[src/inc/synth_cfg_defines.svh]
/*
 * register offsets, field positions and reset values of the synthesizer
 * sysref, channel divider and ramp configuration bank.
 * assumes a 7-bit word address and 16-bit register words.
 */
`ifndef SYNTH_CFG_DEFINES_SVH
`define SYNTH_CFG_DEFINES_SVH

`define ADDR_MODE 7'h47
`define ADDR_RATE 7'h48
`define ADDR_DLY_A 7'h49
`define ADDR_DLY_B 7'h4A
`define ADDR_CHANNEL_DIVISION_CODE 7'h4B
`define ADDR_RECAL 7'h4E
`define ADDR_THR_MID 7'h4F
`define ADDR_THR_LOW 7'h50
`define ADDR_UP_MSB 7'h51
`define ADDR_UP_MID 7'h52
`define ADDR_UP_LOW 7'h53
`define ADDR_LO_MSB 7'h54
`define ADDR_LO_MID 7'h55
`define ADDR_LO_LOW 7'h56

`define PRE_MSB 7
`define PRE_LSB 5
`define PULSE_BIT 4
`define EN_BIT 3
`define REPEAT_BIT 2
`define MODE_ONE_BIT 0
`define DIV_MSB 10
`define W_LO_MSB 5
`define W_HI_LSB 6
`define W_HI_MSB 11
`define BURST_LSB 12
`define BURST_MSB 15
`define CHANNEL_DIVISION_CODE_LSB 6
`define CHANNEL_DIVISION_CODE_MSB 10
`define CHANNEL_DIVISION_CODE_ONE_BIT 11
`define THR_TOP_BIT 11
`define QUICK_BIT 9
`define CAP_LSB 1
`define CAP_MSB 8
`define RECAL_ONE_BIT 0

`define PRE_RESET 3'h4
`define PRE_DIV2 3'h2
`define PRE_DIV4 3'h4
`define W1_RESET 6'h3F
`define CHANNEL_DIVISION_CODE_FIRST_RSVD 5'h12
`define CAP_MAX 8'hB7
`define DIV_OFFSET 13'h0004

`endif

[src/inc/synth_cfg_pkg.sv]
/*
 * types shared by the configuration bank.
 * assumes the defines header is compiled alongside.
 */
package synth_cfg_pkg;
   typedef logic [15:0] reg_word_type;
   typedef logic [6:0] reg_addr_type;
   typedef enum logic [2:0] {
      PRESCALE_DIV2 = 3'h2,
      PRESCALE_DIV4 = 3'h4
   } prescale_type;
endpackage

[src/design/synth_sysref_ramp_config_regs.sv]
/*
 * sysref, channel divider and ramp calibration configuration bank with
 * the decode and ramp limiting logic that these fields steer.
 * assumes the register port, ramp offset and last-calibration inputs come
 * from logic on i_clock, so none of them is synchronised here.
 */
// Implementation choice: strobed register access.
// Summary of operation
// [RULE_01] prescale code 2 divides by two, 4 by four, others invalid; reset 4
// [RULE_02] pulse bit in master operation gives sysref bursts, clear gives continuous
// [RULE_03] repeat bit 0 master, 1 repeater; enable bit turns sysref on
// [RULE_04] sysref rate divides input by twice divisor plus four
// [RULE_05] software keeps two delay weights zero, other two sum 63
// [RULE_06] burst length field sets pulses per burst in master pulser operation
// [RULE_07] channel code 0..17 maps to division ratios, 18..31 reserved
// [RULE_08] 33-bit threshold sets ramp frequency move before recalibration
// [RULE_09] fast recalibration starts from last core, cap code and bias
// [RULE_10] start cap code seeds calibration, kept within 0 to 183
// [RULE_11] ramp limits and threshold act only while ramp enable is 1
// [RULE_12] ramp never goes above the 33-bit upper limit
// [RULE_13] ramp never goes below the two's-complement lower limit
// [RULE_14] software writes reserved bits with their fixed constants
`timescale 1ns/1ps
`include "synth_cfg_defines.svh"
`default_nettype none

module synth_sysref_ramp_config_regs #(
   parameter int CORE_W = 3,
   parameter int BIAS_W = 9,
   parameter logic [2:0] DEFAULT_CORE = 3'h0,
   parameter logic [8:0] DEFAULT_BIAS = 9'h000
) (
   input wire logic i_clock,
   input wire logic i_rst_b,
   input wire logic [6:0] i_addr,
   input wire logic [15:0] i_wdata,
   input wire logic i_wr,
   input wire logic i_rd,
   output logic [15:0] o_rdata,
   input wire logic i_ramp_enable,
   input wire logic signed [32:0] i_ramp_offset,
   input wire logic [CORE_W-1:0] i_last_core,
   input wire logic [7:0] i_last_cap,
   input wire logic [BIAS_W-1:0] i_last_bias,
   output logic [2:0] o_prescale_ratio,
   output logic o_prescale_invalid,
   output logic o_sysref_master,
   output logic o_sysref_repeater,
   output logic o_sysref_burst,
   output logic [3:0] o_sysref_burst_length,
   output logic [12:0] o_sysref_ratio,
   output logic [23:0] o_delay_weights,
   output logic [9:0] o_channel_division_code_ratio,
   output logic o_channel_division_code_reserved,
   output logic [32:0] o_recal_threshold,
   output logic o_recal_due,
   output logic signed [32:0] o_ramp_offset,
   output logic o_at_upper,
   output logic o_at_lower,
   output logic [CORE_W-1:0] o_cal_core,
   output logic [7:0] o_cal_cap,
   output logic [BIAS_W-1:0] o_cal_bias
);

   // ratio per channel code; reserved codes give zero so a bad code cannot divide
   localparam logic [9:0] CHANNEL_DIVISION_CODE_TABLE [`CHANNEL_DIVISION_CODE_FIRST_RSVD] = '{10'h002, 10'h004, 10'h006,
      10'h008, 10'h00C, 10'h010, 10'h018, 10'h020, 10'h030, 10'h040, 10'h048, 10'h060,
      10'h080, 10'h0C0, 10'h100, 10'h180, 10'h200, 10'h300};
   function automatic logic [9:0] channel_division_code_ratio(input logic [4:0] code);
      return (code < `CHANNEL_DIVISION_CODE_FIRST_RSVD) ? CHANNEL_DIVISION_CODE_TABLE[code] : 10'h000;
   endfunction

   function automatic logic wr_hit(input logic wr, input logic [6:0] a, input logic [6:0] o);
      return wr && (a == o);
   endfunction

   logic [2:0] prescale_q;
   logic pulse_q, en_q, repeat_q;
   logic [10:0] div_q;
   logic [5:0] w1_q, w2_q, w3_q, w4_q;
   logic [3:0] burst_q;
   logic [4:0] channel_division_code_q;
   logic thr_top_q, quick_q;
   logic [7:0] cap_q;
   logic [31:0] thr_q;
   logic [32:0] up_q, lo_q;
   logic signed [32:0] anchor_q;
   logic [15:0] rdata_d;
   // sysref mode and rate fields
   always_ff @(posedge i_clock) begin
      if (!i_rst_b) begin
         prescale_q <= `PRE_RESET; // [RULE_01]
         pulse_q <= 1'b0;
         en_q <= 1'b0;
         repeat_q <= 1'b0;
      end else if (wr_hit(i_wr, i_addr, `ADDR_MODE)) begin
         prescale_q <= i_wdata[`PRE_MSB:`PRE_LSB];
         pulse_q <= i_wdata[`PULSE_BIT];
         en_q <= i_wdata[`EN_BIT];
         repeat_q <= i_wdata[`REPEAT_BIT];
      end
   end

   always_ff @(posedge i_clock) begin
      if (!i_rst_b) begin
         div_q <= 11'h000;
      end else if (wr_hit(i_wr, i_addr, `ADDR_RATE)) begin
         div_q <= i_wdata[`DIV_MSB:0];
      end
   end
   // weights are stored as written; keeping the pairing legal is up to software
   always_ff @(posedge i_clock) begin
      if (!i_rst_b) begin
         w1_q <= `W1_RESET; // [RULE_05]
         w2_q <= 6'h00;
         w3_q <= 6'h00;
         w4_q <= 6'h00;
         burst_q <= 4'h0;
      end else begin
         if (wr_hit(i_wr, i_addr, `ADDR_DLY_A)) begin
            w1_q <= i_wdata[`W_LO_MSB:0];
            w2_q <= i_wdata[`W_HI_MSB:`W_HI_LSB];
         end
         if (wr_hit(i_wr, i_addr, `ADDR_DLY_B)) begin
            w3_q <= i_wdata[`W_LO_MSB:0];
            w4_q <= i_wdata[`W_HI_MSB:`W_HI_LSB];
            burst_q <= i_wdata[`BURST_MSB:`BURST_LSB];
         end
      end
   end

   always_ff @(posedge i_clock) begin
      if (!i_rst_b) begin
         channel_division_code_q <= 5'h00;
      end else if (wr_hit(i_wr, i_addr, `ADDR_CHANNEL_DIVISION_CODE)) begin
         channel_division_code_q <= i_wdata[`CHANNEL_DIVISION_CODE_MSB:`CHANNEL_DIVISION_CODE_LSB];
      end
   end
   // calibration control and threshold words
   always_ff @(posedge i_clock) begin
      if (!i_rst_b) begin
         thr_top_q <= 1'b0;
         quick_q <= 1'b0;
         cap_q <= 8'h00;
         thr_q <= 32'h0000_0000;
      end else begin
         if (wr_hit(i_wr, i_addr, `ADDR_RECAL)) begin
            thr_top_q <= i_wdata[`THR_TOP_BIT];
            quick_q <= i_wdata[`QUICK_BIT];
            cap_q <= i_wdata[`CAP_MSB:`CAP_LSB];
         end
         if (wr_hit(i_wr, i_addr, `ADDR_THR_MID)) thr_q[31:16] <= i_wdata;
         if (wr_hit(i_wr, i_addr, `ADDR_THR_LOW)) thr_q[15:0] <= i_wdata;
      end
   end
   // limits: words land independently, so a partial update is visible between writes
   always_ff @(posedge i_clock) begin
      if (!i_rst_b) begin
         up_q <= 33'h0_0000_0000;
         lo_q <= 33'h0_0000_0000;
      end else begin
         if (wr_hit(i_wr, i_addr, `ADDR_UP_MSB)) up_q[32] <= i_wdata[0];
         if (wr_hit(i_wr, i_addr, `ADDR_UP_MID)) up_q[31:16] <= i_wdata;
         if (wr_hit(i_wr, i_addr, `ADDR_UP_LOW)) up_q[15:0] <= i_wdata;
         if (wr_hit(i_wr, i_addr, `ADDR_LO_MSB)) lo_q[32] <= i_wdata[0];
         if (wr_hit(i_wr, i_addr, `ADDR_LO_MID)) lo_q[31:16] <= i_wdata;
         if (wr_hit(i_wr, i_addr, `ADDR_LO_LOW)) lo_q[15:0] <= i_wdata;
      end
   end
   // readback; fixed one bits read back as one whatever was written
   always_comb begin
      rdata_d = 16'h0000;
      case (i_addr)
         `ADDR_MODE: begin
            rdata_d[`PRE_MSB:`PRE_LSB] = prescale_q;
            rdata_d[`PULSE_BIT] = pulse_q;
            rdata_d[`EN_BIT] = en_q;
            rdata_d[`REPEAT_BIT] = repeat_q;
            rdata_d[`MODE_ONE_BIT] = 1'b1; // [RULE_14]
         end
         `ADDR_RATE: rdata_d[`DIV_MSB:0] = div_q;
         `ADDR_DLY_A: rdata_d[`W_HI_MSB:0] = {w2_q, w1_q};
         `ADDR_DLY_B: rdata_d = {burst_q, w4_q, w3_q};
         `ADDR_CHANNEL_DIVISION_CODE: begin
            rdata_d[`CHANNEL_DIVISION_CODE_ONE_BIT] = 1'b1; // [RULE_14]
            rdata_d[`CHANNEL_DIVISION_CODE_MSB:`CHANNEL_DIVISION_CODE_LSB] = channel_division_code_q;
         end
         `ADDR_RECAL: begin
            rdata_d[`THR_TOP_BIT] = thr_top_q;
            rdata_d[`QUICK_BIT] = quick_q;
            rdata_d[`CAP_MSB:`CAP_LSB] = cap_q;
            rdata_d[`RECAL_ONE_BIT] = 1'b1; // [RULE_14]
         end
         `ADDR_THR_MID: rdata_d = thr_q[31:16];
         `ADDR_THR_LOW: rdata_d = thr_q[15:0];
         `ADDR_UP_MSB: rdata_d[0] = up_q[32];
         `ADDR_UP_MID: rdata_d = up_q[31:16];
         `ADDR_UP_LOW: rdata_d = up_q[15:0];
         `ADDR_LO_MSB: rdata_d[0] = lo_q[32];
         `ADDR_LO_MID: rdata_d = lo_q[31:16];
         `ADDR_LO_LOW: rdata_d = lo_q[15:0];
         default: rdata_d = 16'h0000;
      endcase
   end

   always_ff @(posedge i_clock) begin
      if (!i_rst_b) begin
         o_rdata <= 16'h0000;
      end else begin
         o_rdata <= i_rd ? rdata_d : 16'h0000;
      end
   end
   // sysref decode
   always_ff @(posedge i_clock) begin
      if (!i_rst_b) begin
         o_prescale_ratio <= 3'h0;
         o_prescale_invalid <= 1'b0;
         o_sysref_master <= 1'b0;
         o_sysref_repeater <= 1'b0;
         o_sysref_burst <= 1'b0;
         o_sysref_burst_length <= 4'h0;
         o_sysref_ratio <= `DIV_OFFSET;
         o_delay_weights <= 24'h00_0000;
      end else begin
         case (prescale_q) // [RULE_01]
            synth_cfg_pkg::PRESCALE_DIV2: o_prescale_ratio <= `PRE_DIV2;
            synth_cfg_pkg::PRESCALE_DIV4: o_prescale_ratio <= `PRE_DIV4;
            default: o_prescale_ratio <= 3'h0;
         endcase
         o_prescale_invalid <= (prescale_q != `PRE_DIV2) && (prescale_q != `PRE_DIV4);
         o_sysref_master <= en_q && !repeat_q; // [RULE_03]
         o_sysref_repeater <= en_q && repeat_q; // [RULE_03]
         o_sysref_burst <= en_q && !repeat_q && pulse_q; // [RULE_02]
         o_sysref_burst_length <= (en_q && !repeat_q && pulse_q) ? burst_q : 4'h0; // [RULE_06]
         o_sysref_ratio <= {1'b0, div_q, 1'b0} + `DIV_OFFSET; // [RULE_04]
         o_delay_weights <= {w4_q, w3_q, w2_q, w1_q};
      end
   end

   always_ff @(posedge i_clock) begin
      if (!i_rst_b) begin
         o_channel_division_code_ratio <= 10'h002;
         o_channel_division_code_reserved <= 1'b0;
      end else begin
         o_channel_division_code_ratio <= channel_division_code_ratio(channel_division_code_q); // [RULE_07]
         o_channel_division_code_reserved <= channel_division_code_q >= `CHANNEL_DIVISION_CODE_FIRST_RSVD; // [RULE_07]
      end
   end
   // ramp side: threshold, recalibration and limit logic is held neutral while ramping is off; the calibration seeds below follow quick_q only
   logic signed [33:0] delta;
   logic [33:0] delta_mag;
   logic over_up, under_lo, step_big;
   assign delta = {i_ramp_offset[32], i_ramp_offset} - {anchor_q[32], anchor_q};
   assign delta_mag = delta[33] ? 34'(-delta) : 34'(delta);
   assign step_big = delta_mag > {1'b0, thr_top_q, thr_q};
   assign over_up = i_ramp_offset > $signed(up_q);
   assign under_lo = i_ramp_offset < $signed(lo_q);

   always_ff @(posedge i_clock) begin
      if (!i_rst_b) begin
         o_recal_threshold <= 33'h0_0000_0000;
         o_recal_due <= 1'b0;
         anchor_q <= 33'sh0_0000_0000;
      end else if (i_ramp_enable) begin
         o_recal_threshold <= {thr_top_q, thr_q}; // [RULE_08]
         o_recal_due <= step_big; // [RULE_08]
         if (step_big) anchor_q <= i_ramp_offset;
      end else begin
         o_recal_threshold <= 33'h0_0000_0000; // [RULE_11]
         o_recal_due <= 1'b0;
         anchor_q <= i_ramp_offset;
      end
   end
   // clamping only, no wrap: an upper limit below the lower one leaves upper winning
   always_ff @(posedge i_clock) begin
      if (!i_rst_b) begin
         o_ramp_offset <= 33'sh0_0000_0000;
         o_at_upper <= 1'b0;
         o_at_lower <= 1'b0;
      end else if (!i_ramp_enable) begin
         o_ramp_offset <= i_ramp_offset; // [RULE_11]
         o_at_upper <= 1'b0;
         o_at_lower <= 1'b0;
      end else if (over_up) begin
         o_ramp_offset <= $signed(up_q); // [RULE_12]
         o_at_upper <= 1'b1;
         o_at_lower <= 1'b0;
      end else if (under_lo) begin
         o_ramp_offset <= $signed(lo_q); // [RULE_13]
         o_at_upper <= 1'b0;
         o_at_lower <= 1'b1;
      end else begin
         o_ramp_offset <= i_ramp_offset;
         o_at_upper <= 1'b0;
         o_at_lower <= 1'b0;
      end
   end
   // calibration seeds
   always_ff @(posedge i_clock) begin
      if (!i_rst_b) begin
         o_cal_core <= DEFAULT_CORE[CORE_W-1:0];
         o_cal_cap <= 8'h00;
         o_cal_bias <= DEFAULT_BIAS[BIAS_W-1:0];
      end else if (quick_q) begin
         o_cal_core <= i_last_core; // [RULE_09]
         o_cal_cap <= i_last_cap;
         o_cal_bias <= i_last_bias;
      end else begin
         o_cal_core <= DEFAULT_CORE[CORE_W-1:0];
         o_cal_cap <= (cap_q > `CAP_MAX) ? `CAP_MAX : cap_q; // [RULE_10]
         o_cal_bias <= DEFAULT_BIAS[BIAS_W-1:0];
      end
   end

   chk_prescale_decode: assert property (@(posedge i_clock) disable iff (!i_rst_b) // [RULE_01]
      (i_wr && i_addr == `ADDR_MODE && i_wdata[7:5] == 3'h2) |-> ##2 (o_prescale_ratio == 3'h2))
      else $error("prescale code 2 did not give divide by two");
   chk_prescale_invalid: assert property (@(posedge i_clock) disable iff (!i_rst_b) // [RULE_01]
      o_prescale_invalid |-> (o_prescale_ratio == 3'h0))
      else $error("invalid prescale code gave a ratio");
   chk_burst_select: assert property (@(posedge i_clock) disable iff (!i_rst_b) // [RULE_02]
      (i_wr && i_addr == `ADDR_MODE && i_wdata[4:2] == 3'b110) |-> ##2 o_sysref_burst)
      else $error("pulse bit in master mode gave no burst");
   chk_master_repeater: assert property (@(posedge i_clock) disable iff (!i_rst_b) // [RULE_03]
      !(o_sysref_master && o_sysref_repeater) && !(o_sysref_burst && !o_sysref_master))
      else $error("master and repeater selected together");
   chk_rate_divisor: assert property (@(posedge i_clock) disable iff (!i_rst_b) // [RULE_04]
      (i_wr && i_addr == `ADDR_RATE) |-> ##2
      (o_sysref_ratio == {1'b0, $past(i_wdata[10:0], 2), 1'b0} + 13'h0004))
      else $error("sysref ratio is not twice divisor plus four");
   chk_burst_length: assert property (@(posedge i_clock) disable iff (!i_rst_b) // [RULE_06]
      (o_sysref_burst_length != 4'h0) |-> o_sysref_burst)
      else $error("burst length shown outside pulser operation");
   chk_channel_division_code_map: assert property (@(posedge i_clock) disable iff (!i_rst_b) // [RULE_07]
      (i_wr && i_addr == `ADDR_CHANNEL_DIVISION_CODE && i_wdata[10:6] == 5'h11) |-> ##2
      (o_channel_division_code_ratio == 10'h300 && !o_channel_division_code_reserved))
      else $error("code 17 did not give 768");
   chk_channel_division_code_rsvd: assert property (@(posedge i_clock) disable iff (!i_rst_b) // [RULE_07]
      (i_wr && i_addr == `ADDR_CHANNEL_DIVISION_CODE && i_wdata[10:6] >= 5'h12) |-> ##2 o_channel_division_code_reserved)
      else $error("reserved channel code not flagged");
   chk_ramp_gate: assert property (@(posedge i_clock) disable iff (!i_rst_b) // [RULE_11]
      $past(!i_ramp_enable) |-> (o_recal_threshold == 33'h0 && !o_recal_due && !o_at_upper))
      else $error("ramp fields acted while ramping off");
   chk_upper_clamp: assert property (@(posedge i_clock) disable iff (!i_rst_b) // [RULE_12]
      o_at_upper |-> (o_ramp_offset == $signed(up_q) && $past(i_ramp_offset) > o_ramp_offset))
      else $error("upper limit not held");
   chk_lower_clamp: assert property (@(posedge i_clock) disable iff (!i_rst_b) // [RULE_13]
      o_at_lower |-> (o_ramp_offset == $signed(lo_q) && $past(i_ramp_offset) < o_ramp_offset))
      else $error("lower limit not held");
   chk_quick_seed: assert property (@(posedge i_clock) disable iff (!i_rst_b) // [RULE_09]
      ($past(quick_q) && $past(i_rst_b)) |-> (o_cal_cap == $past(i_last_cap)))
      else $error("fast recalibration ignored last cap code");
   chk_cap_range: assert property (@(posedge i_clock) disable iff (!i_rst_b) // [RULE_10]
      $past(!quick_q) |-> (o_cal_cap <= 8'hB7))
      else $error("start cap code above 183");
   chk_recal_step: assert property (@(posedge i_clock) disable iff (!i_rst_b) // [RULE_08]
      o_recal_due |=> !o_recal_due || $past(i_ramp_offset) != $past(i_ramp_offset, 2))
      else $error("recalibration repeated without ramp movement");
   cov_burst_mode: cover property (@(posedge i_clock) disable iff (!i_rst_b) o_sysref_burst);
   cov_upper_hit: cover property (@(posedge i_clock) disable iff (!i_rst_b) o_at_upper);
   cov_recal: cover property (@(posedge i_clock) disable iff (!i_rst_b) o_recal_due);
   cov_read_back: cover property (@(posedge i_clock) disable iff (!i_rst_b)
      i_rd ##1 (o_rdata != 16'h0000));

endmodule

`default_nettype wire

[config.mk]
export PLATFORM = sky130hd
export DESIGN_NAME = synth_sysref_ramp_config_regs
export DESIGN_NICKNAME = d
export VERILOG_FILES = /design/src/inc/synth_cfg_pkg.sv /design/src/design/synth_sysref_ramp_config_regs.sv
export VERILOG_INCLUDE_DIRS = /design/src /design/src/inc
export SDC_FILE = /design/constraint.sdc
export NUM_CORES = 1
export LEC_CHECK = 0
export BUFFER_PORTS_ARGS = -buffer_cell sky130_fd_sc_hd__buf_2
export CORE_MARGIN = 2
export CORE_UTILIZATION = 54
export CTS_CLUSTER_DIAMETER = 100
export DETAILED_ROUTE_END_ITERATION = 6
export GPL_TIMING_DRIVEN = 0
export PLACE_DENSITY = 0.75
export RECOVER_POWER = 100
export SYNTH_ARGS = -nofsm -noshare
export SYNTH_HDL_FRONTEND = slang
export SYNTH_SLANG_ARGS = --single-unit
export TNS_END_PERCENT = 10
[constraint.sdc]
create_clock -name i_clock -period 14.5 [get_ports i_clock]
set_input_delay 2.9 -clock i_clock [delete_from_list [all_inputs] [get_ports i_clock]]
set_output_delay 2.9 -clock i_clock [all_outputs]
set_load 0.01 [all_outputs]
==> impl_metrics.env <==
export IMPL_ys_warnings_count=0
export IMPL_worst_setup_path_type="in -> reg"
export IMPL_r2r_slack_ps=6850
export IMPL_ctsHoldBuffers=0
export IMPL_finalCritPeriodShare_pct=67.46
export IMPL_path_clk_slew_ps=60
export IMPL_cts_root_buffer="clkbuf_16"
export IMPL_setup_viol=0
export IMPL_syn_avg_cell_area_um2=8.233
export IMPL_yosysTopAreaCell="dfxtp_1"
export IMPL_die_h_um=191.7
export IMPL_crit_arrival_ps=10260
export IMPL_maxSlewHeadroom_pct=8.971
export IMPL_period_minus_slack_ps=9782
export IMPL_hp_class="reg -> reg"
export IMPL_crit_fanout=10
export IMPL_cts_sinks=352
export IMPL_clk_path_buf_depth=3
export IMPL_postCtsSetupBuffers=0
export IMPL_grtUsageTotal_pct=39.75
export IMPL_power_switching_uw=1342
export IMPL_drv_cap=0
export IMPL_worst_pin_slew_ps=1348
export IMPL_post_drt_wl_per_cell_um=24.16
export IMPL_power_density_mw_per_mm2=158.5
export IMPL_drive_above_1_share_pct=6.649
export IMPL_vias=19121
export IMPL_drcViolationCount=0
export IMPL_clk_latency_ps=570
export IMPL_worst_slack_ps=4718
export IMPL_hold_slack_ps=458.0
export IMPL_seqPwrFrac_pct=29.9
export IMPL_ys_top_cells_by_area="dfxtp_1 37%, ha_1 8.9%, nand2_1 8.7%, a21boi_0 6.2%, inv_1 2.9%"
export IMPL_preCtsSetupSlack_ps=5574
export IMPL_postSynthRegisterBits=352
export IMPL_die_area_mm2=0.03677
export IMPL_min_delay_path_depth=2
export IMPL_cts_buffers=38
export IMPL_status="finished, final reports clean"
export IMPL_hpwlAfterDp_um=58800
export IMPL_synth_top_flop_cell="dfxtp_1"
export IMPL_skew_ps=15.03
export IMPL_dp_cells=3003
export IMPL_hold_violations=0
export IMPL_clock_fmax_mhz=102.2
export IMPL_first_iter_violations=2324
export IMPL_finalSetupTns_ps=0
export IMPL_cts_tree="done"
export IMPL_switching_share_pct=38.78
export IMPL_synthCells=2312
export IMPL_synth_most_common_cell="nand2_1"
export IMPL_area_growth_syn_to_layout_pct=14.69
export IMPL_grt_pass1_vias=17420
export IMPL_wirelength_um=74350
export IMPL_grt_antenna_before_repair=4
export IMPL_ys_async_sr_fraction_pct=0
export IMPL_routed_via_density=6.214
export IMPL_rsz0062_at_grt="false"
export IMPL_combPwrFrac_pct=40.8
export IMPL_startpoint_type="input pin"
export IMPL_fin_cells=3077
export IMPL_hold_start="anchor_q[20]"
export IMPL_first_pass_iters=7
export IMPL_rows=68
export IMPL_synth_top_cell_area_share_pct=37.02
export IMPL_clock_power_share_pct=29.3
export IMPL_fp_coreArea_mm2=0.03463
export IMPL_synth_edf_count=0
export IMPL_drv_slew=0
export IMPL_portBuffers=234
export IMPL_cts_resized=0
export IMPL_synth_cell_types=91
export IMPL_grt_max_degree=15
export IMPL_overflow=0
export IMPL_grt_pass1_wl_um=108200
export IMPL_cp_end_kind="register"
export IMPL_ant_nets=0
export IMPL_cp_required_ps=14980
export IMPL_reg2regPathDepth=23
export IMPL_hold_end="anchor_q[20]"
export IMPL_r2r_start="anchor_q[11]"
export IMPL_ys_seq_area_share_pct=37.02
export IMPL_r2r_end="anchor_q[10]"
export IMPL_htree_levels=2
export IMPL_ir_worst_vdd_mv=0.1402
export IMPL_synthTopCellsByCount="440 x nand2_1, 352 x dfxtp_1, 158 x a21boi_0, 145 x inv_1, 136 x ha_1"
export IMPL_fin_nets=2807
export IMPL_die_w_um=191.7
export IMPL_gp_congestion=0.9959
export IMPL_p_int_uw=2119
export IMPL_io_pins=245
export IMPL_leakagePower_uw=0.007793
export IMPL_synth_area_mm2=0.01903
export IMPL_initial_core_util_pct=54.97
## layout by cell type, fill, tap and decap left out, types with 44 or more instances in the layout
master / synthesis / routed
a21boi_0: 158 / 158
a21o_1: 44 / 44
a21oi_1: 86 / 87
buf_2: 8 / 78
clkbuf_1: 121 / 297
dfxtp_1: 352 / 352
ha_1: 136 / 136
inv_1: 145 / 145
nand2_1: 440 / 440
nand3_1: 54 / 54
nor2_1: 121 / 121
nor3_1: 56 / 56
## cell families (layout without fill, tap and decap cells)
family                   after synthesis  count (layout)  share of synthesized area (%)
AND/OR/NAND/NOR                      871             871                          20.98
AO/OA/AOI/OAI                        574             574                          22.38
flip-flops                           352             352                          37.02
buffers and inverters                281             584                          5.771
adder cells (fa/ha/maj)              137             137                          9.045
XOR/XNOR                              54              54                          2.583
multiplexers                          42              42                          2.209
other                                  1               8                        0.01970
## per-stage QoR
step	power (µW)	utilization, %	instance area, µm²
5_1_grt	3619	63.01	21820
6_report	3460	63.04	21830
4_1_cts	3439	63.71	22060
3_3_place_gp	2400	60.02	20780
3_5_place_dp	2438	60.02	20780
2_1_floorplan	2042	-	19040
## power groups by stage
| stage | Clock, µW | Combinational [µW] | Sequential [µW] |
|---|---|---|---|
| global placement | 0 | 1350 | 1050 |
| finish | 1010 | 1410 | 1040 |
| floorplan | 0 | 988 | 1050 |
| detailed placement | 0 | 1380 | 1060 |
| CTS | 1010 | 1390 | 1030 |
| global route | 1050 | 1530 | 1040 |
## area by class of cell
class / instances / area (µm²)
plain buffers: 135 / 528.0
clock inverters: 18 / 231.5
well taps: 455 / 569.3
diodes: 5 / 12.51
multi-input cells: 1681 / 10880
fillers: 3145 / 12800
repair buffers: 235 / 969.7
clock buffers: 50 / 1047
flip-flops and latches: 352 / 7047
inverters: 146 / 548.0
## metal layers
| layer | GRT usage (%) | share of wire (%) | vias up |
|---|---|---|---|
| met5 | 0 | 0.012 | - |
| met4 | 13.82 | 3.6 | 2 |
| met3 | 10.65 | 13 | 185 |
| met2 | 58.08 | 41 | 1237 |
| met1 | 56.14 | 42 | 9012 |
| li1 | - | - | 8685 |
## flip-flops by register name, summed over array words and instances (netlist names), 8 cells and up
signal,cells
o_sysref_ratio,12
up_q,33
o_cal_cap,8
o_cal_bias,9
cap_q,8
anchor_q,33
o_rdata,16
thr_q,32
lo_q,33
o_delay_weights,24
o_channel_division_code_ratio,9
o_recal_threshold,33
div_q,11
o_ramp_offset,33
## worst max path at each step
stage | slack (ps) | depth (start not counted) | from | endpoint
after detailed placement | 5570 | 23 | i_ramp_offset[11] | anchor_q[21]
after global routing | 4340 | 23 | i_ramp_offset[9] | anchor_q[10]
after CTS | 6110 | 23 | i_ramp_offset[11] | anchor_q[21]
after floorplan | 7000 | 24 | i_ramp_offset[0] | anchor_q[10]
after global placement | 5600 | 25 | i_ramp_offset[13] | anchor_q[6]
final | 4720 | 23 | i_ramp_offset[11] | anchor_q[10]
## critical path: stages
cell and delay, ps:
buf_2 140, ha_1 280, clkbuf_1 400, nand4_1 330, a211oi_1 440, o311a_1 280
o21ai_0 130, a41oi_1 1100, clkbuf_1 450, nor2_1 120, xnor2_1 160, ha_1 320
a21o_1 160, a21o_1 170, a21oi_1 150, nor2_1 70, a2111oi_0 520, o31ai_1 130
o21ai_0 220, nand2_1 90, a21oi_1 680, clkbuf_1 720, mux2i_1 280
Note: power is estimated with default switching activity, not from simulation.
